File: src/shared/keypad_cmd_pkg.sv
package keypad_cmd_pkg;
    // register port geometry
    localparam int unsigned ADDR_W = 4;
    localparam int unsigned DATA_W = 32;
    localparam int unsigned CMD_W = 16;
    localparam int unsigned CFG_W = 16;

    // register byte addresses
    localparam logic [ADDR_W-1:0] ADDR_CONFIG = 4'h0;
    localparam logic [ADDR_W-1:0] ADDR_PID_CMD = 4'h4;
    localparam logic [ADDR_W-1:0] ADDR_FREQ_CMD = 4'h8;
    localparam logic [ADDR_W-1:0] ADDR_STATUS = 4'hc;

    // setting encodings
    localparam logic [1:0] PID_SEL_PROCESS = 2'h1;
    localparam logic [1:0] PID_SEL_INVERSE = 2'h2;
    localparam logic [1:0] PID_REMOTE_KEYPAD = 2'h0;
    localparam logic [4:0] MON_SPEED = 5'h00;
    localparam logic [4:0] MON_PID_CMD = 5'h0a;
    localparam logic [4:0] MON_PID_FEEDBACK = 5'h0c;
    localparam logic [4:0] MON_PID_OUTPUT = 5'h0e;
    localparam logic [2:0] FREQ_SRC_KEYPAD = 3'h0;
    localparam logic [1:0] RUN_SRC_TERM_DIR = 2'h0;
    localparam logic [1:0] RUN_SRC_TERMINAL = 2'h1;
    localparam logic [1:0] RUN_SRC_FORWARD = 2'h2;
    localparam logic [1:0] RUN_SRC_REVERSE = 2'h3;

    // command store slots and limits
    localparam logic STORE_PID = 1'b0;
    localparam logic STORE_FREQ = 1'b1;
    localparam logic [CMD_W-1:0] CMD_MAX = 16'hffff;
    localparam logic [CMD_W-1:0] CMD_MIN = 16'h0000;

    // decimal point blink timing
    localparam longint unsigned CLK_HZ = 40_000_000;
    localparam longint unsigned BLINK_HALF_MS = 250;
    localparam int unsigned BLINK_HALF_CYCLES = int'(CLK_HZ / 1000 * BLINK_HALF_MS);
    localparam int unsigned BLINK_CNT_W = 24;

    typedef struct packed {
        logic [1:0] runCmd2Source;
        logic [1:0] runCmdSource;
        logic [2:0] freqCmd1Source;
        logic [4:0] displayMonitorSelect;
        logic [1:0] pidRemoteCmdSource;
        logic [1:0] pidControlSelect;
    } config_t;
    localparam config_t CONFIG_RESET = 16'ha000;

    typedef struct packed {
        logic keyUp;
        logic keyDown;
        logic keyRun;
        logic keyStop;
    } keys_t;

    typedef struct packed {
        logic keypadPresent;
        logic forwardTerminal;
        logic reverseTerminal;
        logic multistepBitOne;
        logic multistepBitTwo;
        logic multistepBitFour;
        logic linkOperationSelect;
        logic pidBypass;
        logic localModeSelect;
        logic runCmdSelect2;
    } terminals_t;

    typedef enum logic [1:0] {
        MODE_RUNNING = 2'h0,
        MODE_PROGRAMMING = 2'h1,
        MODE_ALARM = 2'h3
    } keypad_mode_t;

    typedef enum logic [2:0] {
        TGT_PID_CMD_EDIT = 3'h0,
        TGT_PID_CMD_VIEW = 3'h1,
        TGT_PID_OUTPUT = 3'h3,
        TGT_FREQ_EDIT = 3'h2,
        TGT_FREQ_VIEW = 3'h6
    } target_t;

    typedef enum logic [1:0] {
        RUN_IDLE = 2'h0,
        RUN_FORWARD = 2'h1,
        RUN_REVERSE = 2'h2
    } run_state_t;

    typedef struct packed {
        logic decimalPoint;
        target_t keyTarget;
        logic localMode;
        logic runForward;
        logic runReverse;
        logic showPidCommand;
        logic keypadPresent;
    } status_t;
endpackage

File: src/design/keypad_command_selector.sv
// Function
// [RULE1] up/down edit PID command: PID on, remote source 0, monitor nonzero, running
// [RULE2] programming or alarm mode blocks PID command edits
// [RULE3] edited PID command is kept in the retained store
// [RULE4] multistep bit four does not block keypad PID command edits
// [RULE5] nonzero PID remote source: keys only show the command
// [RULE6] decimal point blinks for PID command, steady for feedback
// [RULE7] under PID, frequency edit needs source 0, plain manual, speed monitor, running
// [RULE8] plain inputs: bypass off hits PID output, on hits keypad speed
// [RULE9] other inputs: bypass off hits PID output, on views selected speed
// [RULE10] programming or alarm mode blocks frequency edits
// [RULE11] run key only in running mode; stop key decelerates to stop
// [RULE12] run source 0 terminals, 1 key off, 2 forward, 3 reverse
// [RULE13] remote mode takes sources from settings, select two and link signal
// [RULE14] local mode takes run and frequency from keypad only
// [RULE15] keypad loss during keypad-controlled run stops the motor
// [RULE16] local-select input level picks remote or local mode
// [RULE17] key presses become single-cycle events checked that cycle
//
// Implementation choices: strobed register access and the address map.
module keypad_command_selector #(
    parameter int unsigned BLINK_HALF_CYCLES = keypad_cmd_pkg::BLINK_HALF_CYCLES
) (
    input logic ref_clk,
    input logic reset,
    input logic [keypad_cmd_pkg::ADDR_W-1:0] addr,
    input logic [keypad_cmd_pkg::DATA_W-1:0] wrData,
    input logic wrStrobe,
    input logic rdStrobe,
    output logic [keypad_cmd_pkg::DATA_W-1:0] rdData,
    input keypad_cmd_pkg::keys_t keyRaw,
    input keypad_cmd_pkg::terminals_t terminalRaw,
    input keypad_cmd_pkg::keypad_mode_t keypadMode,
    input logic linkRunForward,
    input logic linkRunReverse,
    output logic runForward,
    output logic runReverse,
    output logic [keypad_cmd_pkg::CMD_W-1:0] pidCommand,
    output logic [keypad_cmd_pkg::CMD_W-1:0] freqCommand,
    output keypad_cmd_pkg::target_t keyTarget,
    output logic showPidCommand,
    output logic decimalPoint,
    output logic localMode
);
    localparam logic [keypad_cmd_pkg::BLINK_CNT_W-1:0] BLINK_LAST =
        keypad_cmd_pkg::BLINK_CNT_W'(BLINK_HALF_CYCLES - 1);

    // saturating step of a stored command, shared by both edit paths
    function automatic logic [keypad_cmd_pkg::CMD_W-1:0] stepCmd(
        input logic [keypad_cmd_pkg::CMD_W-1:0] v,
        input logic up
    );
        if (up) begin
            stepCmd = (v == keypad_cmd_pkg::CMD_MAX) ? v : v + 16'h0001;
        end else begin
            stepCmd = (v == keypad_cmd_pkg::CMD_MIN) ? v : v - 16'h0001;
        end
    endfunction

    // direction from a forward/reverse pair; both or neither means no run
    function automatic keypad_cmd_pkg::run_state_t pairDir(input logic forward_terminal, input logic reverse_terminal);
        if (forward_terminal && !reverse_terminal) begin
            pairDir = keypad_cmd_pkg::RUN_FORWARD;
        end else if (reverse_terminal && !forward_terminal) begin
            pairDir = keypad_cmd_pkg::RUN_REVERSE;
        end else begin
            pairDir = keypad_cmd_pkg::RUN_IDLE;
        end
    endfunction

    keypad_cmd_pkg::keys_t keyPress;
    keypad_cmd_pkg::terminals_t term;
    keypad_cmd_pkg::config_t cfg_q;
    keypad_cmd_pkg::target_t target_q;
    keypad_cmd_pkg::target_t targetNow;
    keypad_cmd_pkg::run_state_t runState_q;
    keypad_cmd_pkg::run_state_t runState_d;
    keypad_cmd_pkg::run_state_t keyRunDir;
    keypad_cmd_pkg::run_state_t linkDir;
    keypad_cmd_pkg::status_t status;
    logic [keypad_cmd_pkg::DATA_W-1:0] rdData_q;
    logic [keypad_cmd_pkg::DATA_W-1:0] rdNext;
    logic [keypad_cmd_pkg::CMD_W-1:0] newPid;
    logic [keypad_cmd_pkg::CMD_W-1:0] newFreq;
    logic [keypad_cmd_pkg::CMD_W-1:0] storeData;
    logic [keypad_cmd_pkg::BLINK_CNT_W-1:0] blinkCnt_q;
    logic [1:0] remoteRunSrc;
    logic [1:0] localRunSrc;
    logic [1:0] runSrc;
    logic blinkPhase_q, decimalPoint_q, showCmd_q, local_q, runFwd_q, runRev_q;
    logic wrConfig, wrPid, wrFreq, swWrite;
    logic pidOn, running, monSpeed, manualPlain, freqKeypadSrc, pidKeypadSrc;
    logic keyUpDown, keyIsUp, pidWrite, freqWrite, storeWe, storeAddr;
    logic linkDrives, terminalDrives, keypadCtl, runKeyOk, stopReq;
    logic dpBlink, dpSteady;

    // keys become one-cycle events; terminals are levels
    key_event_sync #(.W($bits(keypad_cmd_pkg::keys_t))) keySync (
        .ref_clk(ref_clk),
        .reset(reset),
        .rawIn(keyRaw),
        .levelQ(),
        .riseQ(keyPress) // RULE17
    );

    key_event_sync #(.W($bits(keypad_cmd_pkg::terminals_t))) termSync (
        .ref_clk(ref_clk),
        .reset(reset),
        .rawIn(terminalRaw),
        .levelQ(term),
        .riseQ()
    );

    // register port decode
    assign wrConfig = wrStrobe && (addr == keypad_cmd_pkg::ADDR_CONFIG);
    assign wrPid = wrStrobe && (addr == keypad_cmd_pkg::ADDR_PID_CMD);
    assign wrFreq = wrStrobe && (addr == keypad_cmd_pkg::ADDR_FREQ_CMD);
    assign swWrite = wrPid || wrFreq;

    // selection conditions evaluated in the cycle of the press
    assign pidOn = (cfg_q.pidControlSelect == keypad_cmd_pkg::PID_SEL_PROCESS)
        || (cfg_q.pidControlSelect == keypad_cmd_pkg::PID_SEL_INVERSE);
    assign running = (keypadMode == keypad_cmd_pkg::MODE_RUNNING); // RULE2 RULE10
    assign monSpeed = (cfg_q.displayMonitorSelect == keypad_cmd_pkg::MON_SPEED);
    assign manualPlain = !term.multistepBitOne && !term.multistepBitTwo
        && !term.linkOperationSelect;
    // local mode makes the keypad the frequency source regardless of settings
    assign freqKeypadSrc = local_q // RULE14
        || ((cfg_q.freqCmd1Source == keypad_cmd_pkg::FREQ_SRC_KEYPAD) && manualPlain); // RULE7
    // multistep bit four is deliberately absent here
    assign pidKeypadSrc = (cfg_q.pidRemoteCmdSource == keypad_cmd_pkg::PID_REMOTE_KEYPAD); // RULE4

    // what the up/down keys address
    assign targetNow = (pidOn && !monSpeed) ?
        (pidKeypadSrc ? keypad_cmd_pkg::TGT_PID_CMD_EDIT : keypad_cmd_pkg::TGT_PID_CMD_VIEW) :
        (pidOn && !term.pidBypass) ? keypad_cmd_pkg::TGT_PID_OUTPUT : // RULE8 RULE9
        (freqKeypadSrc ? keypad_cmd_pkg::TGT_FREQ_EDIT : keypad_cmd_pkg::TGT_FREQ_VIEW);

    // both keys at once cancel out rather than picking one
    assign keyUpDown = keyPress.keyUp ^ keyPress.keyDown;
    assign keyIsUp = keyPress.keyUp;
    assign pidWrite = keyUpDown && running
        && (targetNow == keypad_cmd_pkg::TGT_PID_CMD_EDIT); // RULE1
    assign freqWrite = keyUpDown && running
        && (targetNow == keypad_cmd_pkg::TGT_FREQ_EDIT); // RULE7
    assign newPid = stepCmd(pidCommand, keyIsUp);
    assign newFreq = stepCmd(freqCommand, keyIsUp);

    // store port: software writes win over a key edit in the same cycle
    assign storeWe = swWrite || pidWrite || freqWrite; // RULE3
    assign storeAddr = wrFreq || (!wrPid && freqWrite);
    assign storeData = swWrite ? wrData[keypad_cmd_pkg::CMD_W-1:0] :
        (freqWrite ? newFreq : newPid);

    cmd_store store (
        .ref_clk(ref_clk),
        .reset(reset),
        .writeEn(storeWe),
        .writeAddr(storeAddr),
        .writeData(storeData),
        .pidValue(pidCommand),
        .freqValue(freqCommand)
    );

    // run source selection for remote and local modes
    assign remoteRunSrc = term.runCmdSelect2 ? cfg_q.runCmd2Source : cfg_q.runCmdSource; // RULE13
    assign localRunSrc = (cfg_q.runCmdSource == keypad_cmd_pkg::RUN_SRC_TERMINAL) ?
        keypad_cmd_pkg::RUN_SRC_FORWARD : cfg_q.runCmdSource; // RULE14
    assign runSrc = local_q ? localRunSrc : remoteRunSrc;
    assign linkDrives = !local_q && term.linkOperationSelect; // RULE13
    assign terminalDrives = !linkDrives && (runSrc == keypad_cmd_pkg::RUN_SRC_TERMINAL);
    assign keypadCtl = !linkDrives && !terminalDrives;
    assign linkDir = pairDir(linkRunForward, linkRunReverse);
    assign runKeyOk = keyPress.keyRun && running && keypadCtl; // RULE11
    assign stopReq = keyPress.keyStop || !term.keypadPresent; // RULE11 RULE15

    // direction chosen by the run key
    always_comb begin
        unique case (runSrc)
            keypad_cmd_pkg::RUN_SRC_FORWARD: keyRunDir = keypad_cmd_pkg::RUN_FORWARD;
            keypad_cmd_pkg::RUN_SRC_REVERSE: keyRunDir = keypad_cmd_pkg::RUN_REVERSE;
            keypad_cmd_pkg::RUN_SRC_TERM_DIR: begin
                keyRunDir = pairDir(term.forwardTerminal, term.reverseTerminal); // RULE12
            end
            keypad_cmd_pkg::RUN_SRC_TERMINAL: keyRunDir = keypad_cmd_pkg::RUN_IDLE; // RULE12
        endcase
    end

    // run state: link and terminals drive directly, the keypad latches
    always_comb begin
        runState_d = runState_q;
        if (linkDrives) begin
            runState_d = linkDir; // RULE13
        end else if (terminalDrives) begin
            runState_d = pairDir(term.forwardTerminal, term.reverseTerminal); // RULE12
        end else if (stopReq) begin
            runState_d = keypad_cmd_pkg::RUN_IDLE; // RULE15
        end else if (runKeyOk) begin
            runState_d = keyRunDir; // RULE12
        end
    end

    // decimal point: blink for PID command or output, steady for feedback
    assign dpBlink = showCmd_q
        || (cfg_q.displayMonitorSelect == keypad_cmd_pkg::MON_PID_CMD)
        || (cfg_q.displayMonitorSelect == keypad_cmd_pkg::MON_PID_OUTPUT);
    assign dpSteady = (cfg_q.displayMonitorSelect == keypad_cmd_pkg::MON_PID_FEEDBACK);

    // status word and read mux; unmapped reads give zero
    assign status = '{decimalPoint: decimalPoint_q, keyTarget: target_q,
        localMode: local_q, runForward: runFwd_q, runReverse: runRev_q,
        showPidCommand: showCmd_q, keypadPresent: term.keypadPresent};
    assign rdNext =
        (addr == keypad_cmd_pkg::ADDR_CONFIG) ? {16'h0000, cfg_q} :
        (addr == keypad_cmd_pkg::ADDR_PID_CMD) ? {16'h0000, pidCommand} :
        (addr == keypad_cmd_pkg::ADDR_FREQ_CMD) ? {16'h0000, freqCommand} :
        (addr == keypad_cmd_pkg::ADDR_STATUS) ? {23'h000000, status} :
        32'h00000000;

    // register port and settings
    always_ff @(posedge ref_clk) begin
        if (reset) begin
            cfg_q <= keypad_cmd_pkg::CONFIG_RESET;
            rdData_q <= 32'h00000000;
        end else begin
            cfg_q <= wrConfig ? keypad_cmd_pkg::config_t'(wrData[15:0]) : cfg_q;
            rdData_q <= rdStrobe ? rdNext : 32'h00000000;
        end
    end

    // key target and command view; a settings write drops the view unless a key press shows it in the same cycle
    always_ff @(posedge ref_clk) begin
        if (reset) begin
            target_q <= keypad_cmd_pkg::TGT_FREQ_VIEW;
            showCmd_q <= 1'b0;
            local_q <= 1'b0;
        end else begin
            target_q <= targetNow;
            local_q <= term.localModeSelect; // RULE16
            if (keyUpDown && (targetNow == keypad_cmd_pkg::TGT_PID_CMD_VIEW
                || targetNow == keypad_cmd_pkg::TGT_PID_CMD_EDIT)) begin
                showCmd_q <= 1'b1; // RULE5
            end else if (wrConfig) begin
                showCmd_q <= 1'b0;
            end
        end
    end

    // blink timebase, free running so every blinking display is in phase
    always_ff @(posedge ref_clk) begin
        if (reset) begin
            blinkCnt_q <= '0;
            blinkPhase_q <= 1'b0;
            decimalPoint_q <= 1'b0;
        end else begin
            blinkCnt_q <= (blinkCnt_q == BLINK_LAST) ? '0 : blinkCnt_q + 24'h000001;
            blinkPhase_q <= (blinkCnt_q == BLINK_LAST) ? !blinkPhase_q : blinkPhase_q;
            decimalPoint_q <= dpBlink ? blinkPhase_q : dpSteady; // RULE6
        end
    end

    // run state and direction outputs
    always_ff @(posedge ref_clk) begin
        if (reset) begin
            runState_q <= keypad_cmd_pkg::RUN_IDLE;
            runFwd_q <= 1'b0;
            runRev_q <= 1'b0;
        end else begin
            runState_q <= runState_d;
            runFwd_q <= (runState_d == keypad_cmd_pkg::RUN_FORWARD);
            runRev_q <= (runState_d == keypad_cmd_pkg::RUN_REVERSE);
        end
    end

    assign rdData = rdData_q;
    assign runForward = runFwd_q;
    assign runReverse = runRev_q;
    assign keyTarget = target_q;
    assign showPidCommand = showCmd_q;
    assign decimalPoint = decimalPoint_q;
    assign localMode = local_q;
endmodule // keypad_command_selector

File: src/design/key_event_sync.sv
module key_event_sync #(
    parameter int unsigned W = 4
) (
    input logic ref_clk,
    input logic reset,
    input logic [W-1:0] rawIn,
    output logic [W-1:0] levelQ,
    output logic [W-1:0] riseQ
);
    logic [W-1:0] meta_q;
    logic [W-1:0] sync_q;
    logic [W-1:0] prev_q;
    logic [W-1:0] rise_q;

    // two flops before use; only sync_q feeds the edge logic
    always_ff @(posedge ref_clk) begin
        if (reset) begin
            meta_q <= '0;
            sync_q <= '0;
            prev_q <= '0;
            rise_q <= '0;
        end else begin
            meta_q <= rawIn;
            sync_q <= meta_q;
            prev_q <= sync_q;
            rise_q <= sync_q & ~prev_q; // one pulse per press
        end
    end

    assign levelQ = sync_q;
    assign riseQ = rise_q;
endmodule // key_event_sync

File: src/design/cmd_store.sv
module cmd_store (
    input logic ref_clk,
    input logic reset,
    input logic writeEn,
    input logic writeAddr,
    input logic [keypad_cmd_pkg::CMD_W-1:0] writeData,
    output logic [keypad_cmd_pkg::CMD_W-1:0] pidValue,
    output logic [keypad_cmd_pkg::CMD_W-1:0] freqValue
);
    logic [keypad_cmd_pkg::CMD_W-1:0] mem [2];
    logic [keypad_cmd_pkg::CMD_W-1:0] pidRd_q;
    logic [keypad_cmd_pkg::CMD_W-1:0] freqRd_q;

    // contents are retained across reset, standing in for the retained store
    always_ff @(posedge ref_clk) begin
        if (writeEn) begin
            mem[writeAddr] <= writeData;
        end
    end

    // registered read ports, one cycle behind the array
    always_ff @(posedge ref_clk) begin
        if (reset) begin
            pidRd_q <= keypad_cmd_pkg::CMD_MIN;
            freqRd_q <= keypad_cmd_pkg::CMD_MIN;
        end else begin
            pidRd_q <= mem[keypad_cmd_pkg::STORE_PID];
            freqRd_q <= mem[keypad_cmd_pkg::STORE_FREQ];
        end
    end

    assign pidValue = pidRd_q;
    assign freqValue = freqRd_q;
endmodule // cmd_store

File: config.mk
export PLATFORM = sky130hd
export DESIGN_NAME = keypad_command_selector
export DESIGN_NICKNAME = d
export VERILOG_FILES = /design/src/shared/keypad_cmd_pkg.sv /design/src/design/keypad_command_selector.sv /design/src/design/key_event_sync.sv /design/src/design/cmd_store.sv
export SDC_FILE = /design/constraint.sdc
export NUM_CORES = 1
export LEC_CHECK = 0
export BUFFER_PORTS_ARGS = -buffer_cell sky130_fd_sc_hd__buf_4
export CORE_MARGIN = 4
export CORE_UTILIZATION = 51
export DETAILED_ROUTE_END_ITERATION = 7
export GPL_ROUTABILITY_DRIVEN = 0
export GPL_TIMING_DRIVEN = 0
export HOLD_SLACK_MARGIN = 0.1
export PLACE_DENSITY = 0.76
export SLEW_MARGIN = 20
export SYNTH_ARGS = -nofsm -noshare
export SYNTH_HDL_FRONTEND = slang
export SYNTH_SLANG_ARGS = --single-unit
File: constraint.sdc
create_clock -name ref_clk -period 3.27 [get_ports ref_clk]
set_input_delay 0.654 -clock ref_clk [delete_from_list [all_inputs] [get_ports ref_clk]]
set_output_delay 0.654 -clock ref_clk [all_outputs]
set_load 0.02 [all_outputs]
# Word level (Yosys, flattened, before mapping)
# Memory sizes are Yosys's and may differ from the RTL's. A register that Yosys moved wholly into a read port is not among the register bits.
# Index checks and enable logic that the tools add are counted.
# totals
register_bits,119
latch_bits,0
mem_bits_rw,32
mem_bits_ro,0
output_inout_bits,72
mem_count,1
# classes
add_sub_neg,5
n_mul,0
n_div,0
magnitude_cmp,0
eq_ne,19
shift,0
muxes,33
bitwise_logic,4
n_reduce_logical,60
# memory_table
memory,words,width,read_ports,rd_clocked_by_memory_dff,write_ports,line,text
store.mem,2,16,2,2,1,cmd_store.sv:10,logic [keypad_cmd_pkg::CMD_W-1:0] mem [2];
# op_table
operator,n
16-bit two-way mux,11
"16-bit by 1-bit adder with 16-bit output, second input constant",2
"16-bit == test, second input constant",2
16-bit zero test,2
"16-bit by 1-bit subtractor with 16-bit output, second input constant",2
"24-bit by 1-bit adder with 24-bit output, second input constant",1
"24-bit == test, second input constant",1
1-bit logical AND,22
2-bit two-way mux,11
"5-bit by 4-bit == test with 1-bit output, second input constant",3
1-bit zero test,15
1-bit logical OR,10
3-bit two-way mux,3
9-bit two-way mux,1
"2-bit by 1-bit == test with 1-bit output, second input constant",4
"2-bit == test, second input constant",4
"4-bit == test, second input constant",2
2-bit case mux with 4 select lines,1
2-bit zero test,3
3-bit zero test,2
1-bit two-way mux,6
5-bit zero test,1
5-bit OR reduction,1
4-bit AND,1
other kinds (9),10

# Depth between registers and ports, before layout
# logic_depth
depth_word,14
depth_mapped,9
mapped_depth_nobuf,8

# Hierarchy
# From an unflattened synthesis, not the netlist that was laid out.
# hier_totals
hier_cells,925
area_unflattened_um2,8779.7
# by_module_without_submodules
mod,instances,cells_per_inst,area_per_inst_um2
keypad_command_selector,1,707,5386.4
cmd_store,1,101,1836.8
key_event_sync at termSync,1,84,1094.8
key_event_sync at keySync,1,33,461.7

# Worst setup path before layout
# OpenSTA, ideal clock, no wires.
# synth_timing
path_kind,input port to flip-flop
startpoint,input port keypadMode[1]
endpoint,"memory store.mem[0][0] (netlist name), enable pin"
setup_time_ns,0.385
t_arrival_ns,2.793
required_ns,2.885
setup_slack_ns,0.092
cell_stages,6
path_buffers,1
path_cell_list,nor2_1 nand2b_1 or3_1 buf_2 a21oi_1 nor2_1
# synth_via
elab_chain_len,7
# synth_rtl
item,line,text
from (decl),keypad_command_selector.sv:33,"input keypad_cmd_pkg::keypad_mode_t keypadMode,"
2-bit zero test (*),keypad_command_selector.sv:123,assign running = (keypadMode == keypad_cmd_pkg::MODE_RUNNING);
1-bit logical AND (*),"keypad_command_selector.sv:142, keypad_command_selector.sv:144",
1-bit logical AND,keypad_command_selector.sv:143,&& (targetNow == keypad_cmd_pkg::TGT_PID_CMD_EDIT);
1-bit logical OR (2 in a row),keypad_command_selector.sv:150,assign storeWe = swWrite || pidWrite || freqWrite;
1-bit two-way mux,cmd_store.sv:16,if (writeEn) begin
1-bit two-way mux (implied by the code),cmd_store.sv:17,mem[writeAddr] <= writeData;
to (decl),cmd_store.sv:10,
# Every way passes the cells marked *; elsewhere a longest branch is shown, timed or not.

# Final worst setup path
# layout_timing
startpoint,"register store.freqRd_q, in the netlist store.freqValue[0], read port of store.mem"
endpoint,memory store.mem[1][14] (netlist name) (data pin)
# layout_via
elab_chain_len,5
# layout_rtl
item,line,text
from (decl),cmd_store.sv:12,logic [keypad_cmd_pkg::CMD_W-1:0] freqRd_q;
"16-bit by 1-bit subtractor with 16-bit output, or another cell as far along",keypad_command_selector.sv:56,stepCmd = (v == keypad_cmd_pkg::CMD_MIN) ? v : v - 16'h0001;
"16-bit two-way mux, on equally long branches","keypad_command_selector.sv:56, keypad_command_selector.sv:54",
16-bit two-way mux (*),keypad_command_selector.sv:53,if (up) begin
16-bit two-way mux (*),keypad_command_selector.sv:153,(freqWrite ? newFreq : newPid);
16-bit two-way mux (*),keypad_command_selector.sv:152,assign storeData = swWrite ? wrData[keypad_cmd_pkg::CMD_W-1:0] :
"named net store.writeData, one bit",cmd_store.sv:6,"input logic [keypad_cmd_pkg::CMD_W-1:0] writeData,"
# Mark *: on every way through the listed nets, which the timed path passes. The rest lies on a longest branch.

==> metrics.cfg <==
[floorplanning]
initial_core_util_pct=51.8
core_um2=15100
die_w_um=132
die_h_um=132
ios=130
die_area_um2=17400
num_rows=45

[cts]
clk_pin_slew_ns=0.07
cts_buffer_depth=2
clock_latency_ns=0.43
clockRootBuffer=clkbuf_16
holdBufCountCts=0
cts_tree=yes
cts_setup_buffers=0
cts_sinks=165
htreeDepth=4
cts_buffers=17

[yosys]
synth_seq_cells=165
netlist-cell-type-count=72
synth_seq_area_share_pct=46.2
syn_area_per_cell_um2=9.38
yosys_most_used_dff=dfxtp_1
synth_edf_count=32
synth_cells=836
async_reset_ff_share_pct=0
ys.warnings.count=0
syn_area_um2=7850

[power]
p_leak_nw=3.58
finalPower_mw=4.53
pwr_density_cell_nw_per_um2=479
max-vdd-ir-drop_mv=0.325

[route]
firstDrtPassIters=6
via_count=6986
totalWireLength_mm=22.4
wl_per_cell_um=19.2
drc=0
final_antenna_net_count=0
drt_iter0_drc=813
via_per_inst=5.98

[cells_and_area]
drive_gt1_share_pct=19.5
stdcell_area_um2=9470
layout_commonest_cell=dfxtp_1
n_antenna_cell=0
multi_input_area_um2=3860
fin_util_pct=62.5
fillers=1335
regArea_um2=3620
synthToLayoutAreaGrowth_pct=20.7
nNetsFinal=1033
fin_cells=1169
mostFrequentLayoutCells=dfxtp_1, buf_4, nor2b_1

[global_route]
antenna_found_initial=0
grt_pass1_wl_mm=34.9
grt_max_degree=18
grtUsageTotal_pct=25.6
grt_overflow=0
grt_pass1_vias=6505

[setup_path]
critical_path_peak_fanout=8
worst_ep_arrival_time_ns=3.35
critPathCaptureType=flop
crit_type=reg -> reg
cp.required_ns=3.47
cp-start-kind=flop

[sta]
setup_slack_ns=0.119
skew_ns=0.00910
setup_viol=0
grt_setup_unrepaired=false
hold_ws_ns=0.379
relSlewSlack_pct=48.8
drv_slew=0
period_share_pct=96.4
worst_slew_pin_slew_ns=0.763
finalCriticalPeriod_ns=3.15
max_freq_mhz=317
setup_tns_ns=0
hold_viol=0

[placed_design]
postPlaceCellArea_um2=8890
pre_cts_ws_ns=0.0847
io_buffers=96
dpl.cell_count=1137
hpwl_mm=16.9

[outcome]
outcome=finished, final reports clean

[min_path]
hp-class=reg -> reg

[flow_run]
max_cap_viol_count=0

-- cell families after synthesis --
| family | after synthesis | synth area share [%] |
|---|---|---|
| buffers and inverters | 88 | 5.55 |
| adder cells (fa/ha/maj) | 7 | 1.12 |
| other | 1 | 0.0478 |
| multiplexers | 15 | 2.11 |
| XOR/XNOR | 44 | 4.91 |
| AND/OR/NAND/NOR | 381 | 27.4 |
| AO/OA/AOI/OAI | 135 | 12.7 |
| flip-flops | 165 | 46.2 |
-- cell type report --
cell class / instances / share of cell area [%]
buffer: 66 / 3.73
clock buffer: 19 / 4.57
clock inverter: 13 / 1.48
inverter: 22 / 0.872
multi-input combinational: 598 / 40.8
sequential: 165 / 38.3
tap: 188 / 2.48
timing repair buffer: 98 / 7.85
-- per-layer routing --
metal	up-vias	wire length, µm	track usage (%)
li1	3247	-	-
met2	415	10100	39.3
met5	-	0	0
met4	0	1210	14.4
met1	3226	8890	33.4
met3	98	2250	5.92
-- cells in the mapped netlist (13+ instances only) --
master | count | area [µm²]
clkbuf_1 | 30 | 113
dfxtp_1 | 133 | 2660
o21ai_0 | 13 | 65.1
or3_1 | 13 | 81.3
xnor2_1 | 33 | 289
nand2_1 | 75 | 282
inv_1 | 22 | 82.6
nor3_1 | 28 | 140
edfxtp_1 | 32 | 961
nor2b_1 | 76 | 475
a21oi_1 | 29 | 145
nor2_1 | 63 | 236
nand4_1 | 22 | 138
nor4_1 | 13 | 81.3
nand3_1 | 25 | 125
buf_4 | 18 | 135
-- worst max-delay path, cell delays in order (launching register included) --
cell	delay, ns
dfxtp_1	0.43
clkbuf_1	0.37
inv_1	0.12
ha_1	0.22
or4b_4	0.22
nor4b_2	0.43
nand3_1	0.18
xnor2_1	0.16
mux4_2	0.45
o21ai_0	0.34
-- final timing paths --
path / from / end / slack (ns) / cells past startpoint
setup / recovery: store.freqValue[0] / store.mem[1][14] / 0.12 / 9
hold / removal: keySync.prev_q[1] / keySync.riseQ[1] / 0.38 / 1
setup reg to reg: store.freqValue[0] / store.mem[1][14] / 0.12 / 9
hold reg to reg: keySync.prev_q[1] / keySync.riseQ[1] / 0.38 / 1
-- flip-flops by register name, summed over array words and instances (netlist names), 2 cells and up --
signal and cells:
termSync.meta_q 9, store.freqValue 16, blinkCnt_q 24, keySync.levelQ 4, keyTarget 3, store.pidValue 16, keySync.meta_q 4, runState_q 2
cfg_q 16, rdData 16, keySync.riseQ 4, store.mem 32, termSync.levelQ 9, keySync.prev_q 4
-- power by group --
| group | switching (mW) | total, mW | internal [mW] |
|---|---|---|---|
| clock | 0.847 | 1.92 | 1.08 |
| combinational | 0.263 | 0.440 | 0.177 |
| sequential | 0.0434 | 2.17 | 2.13 |
-- what timing repair did --
| item | 4_1_cts | 5_1_grt |
|---|---|---|
| gates resized for setup | 0 | 2 |
| endpoints found under the setup margin | 0 | 10 |
| endpoints found under the hold margin | 0 | 0 |
Note: power is estimated with default switching activity, not from simulation.
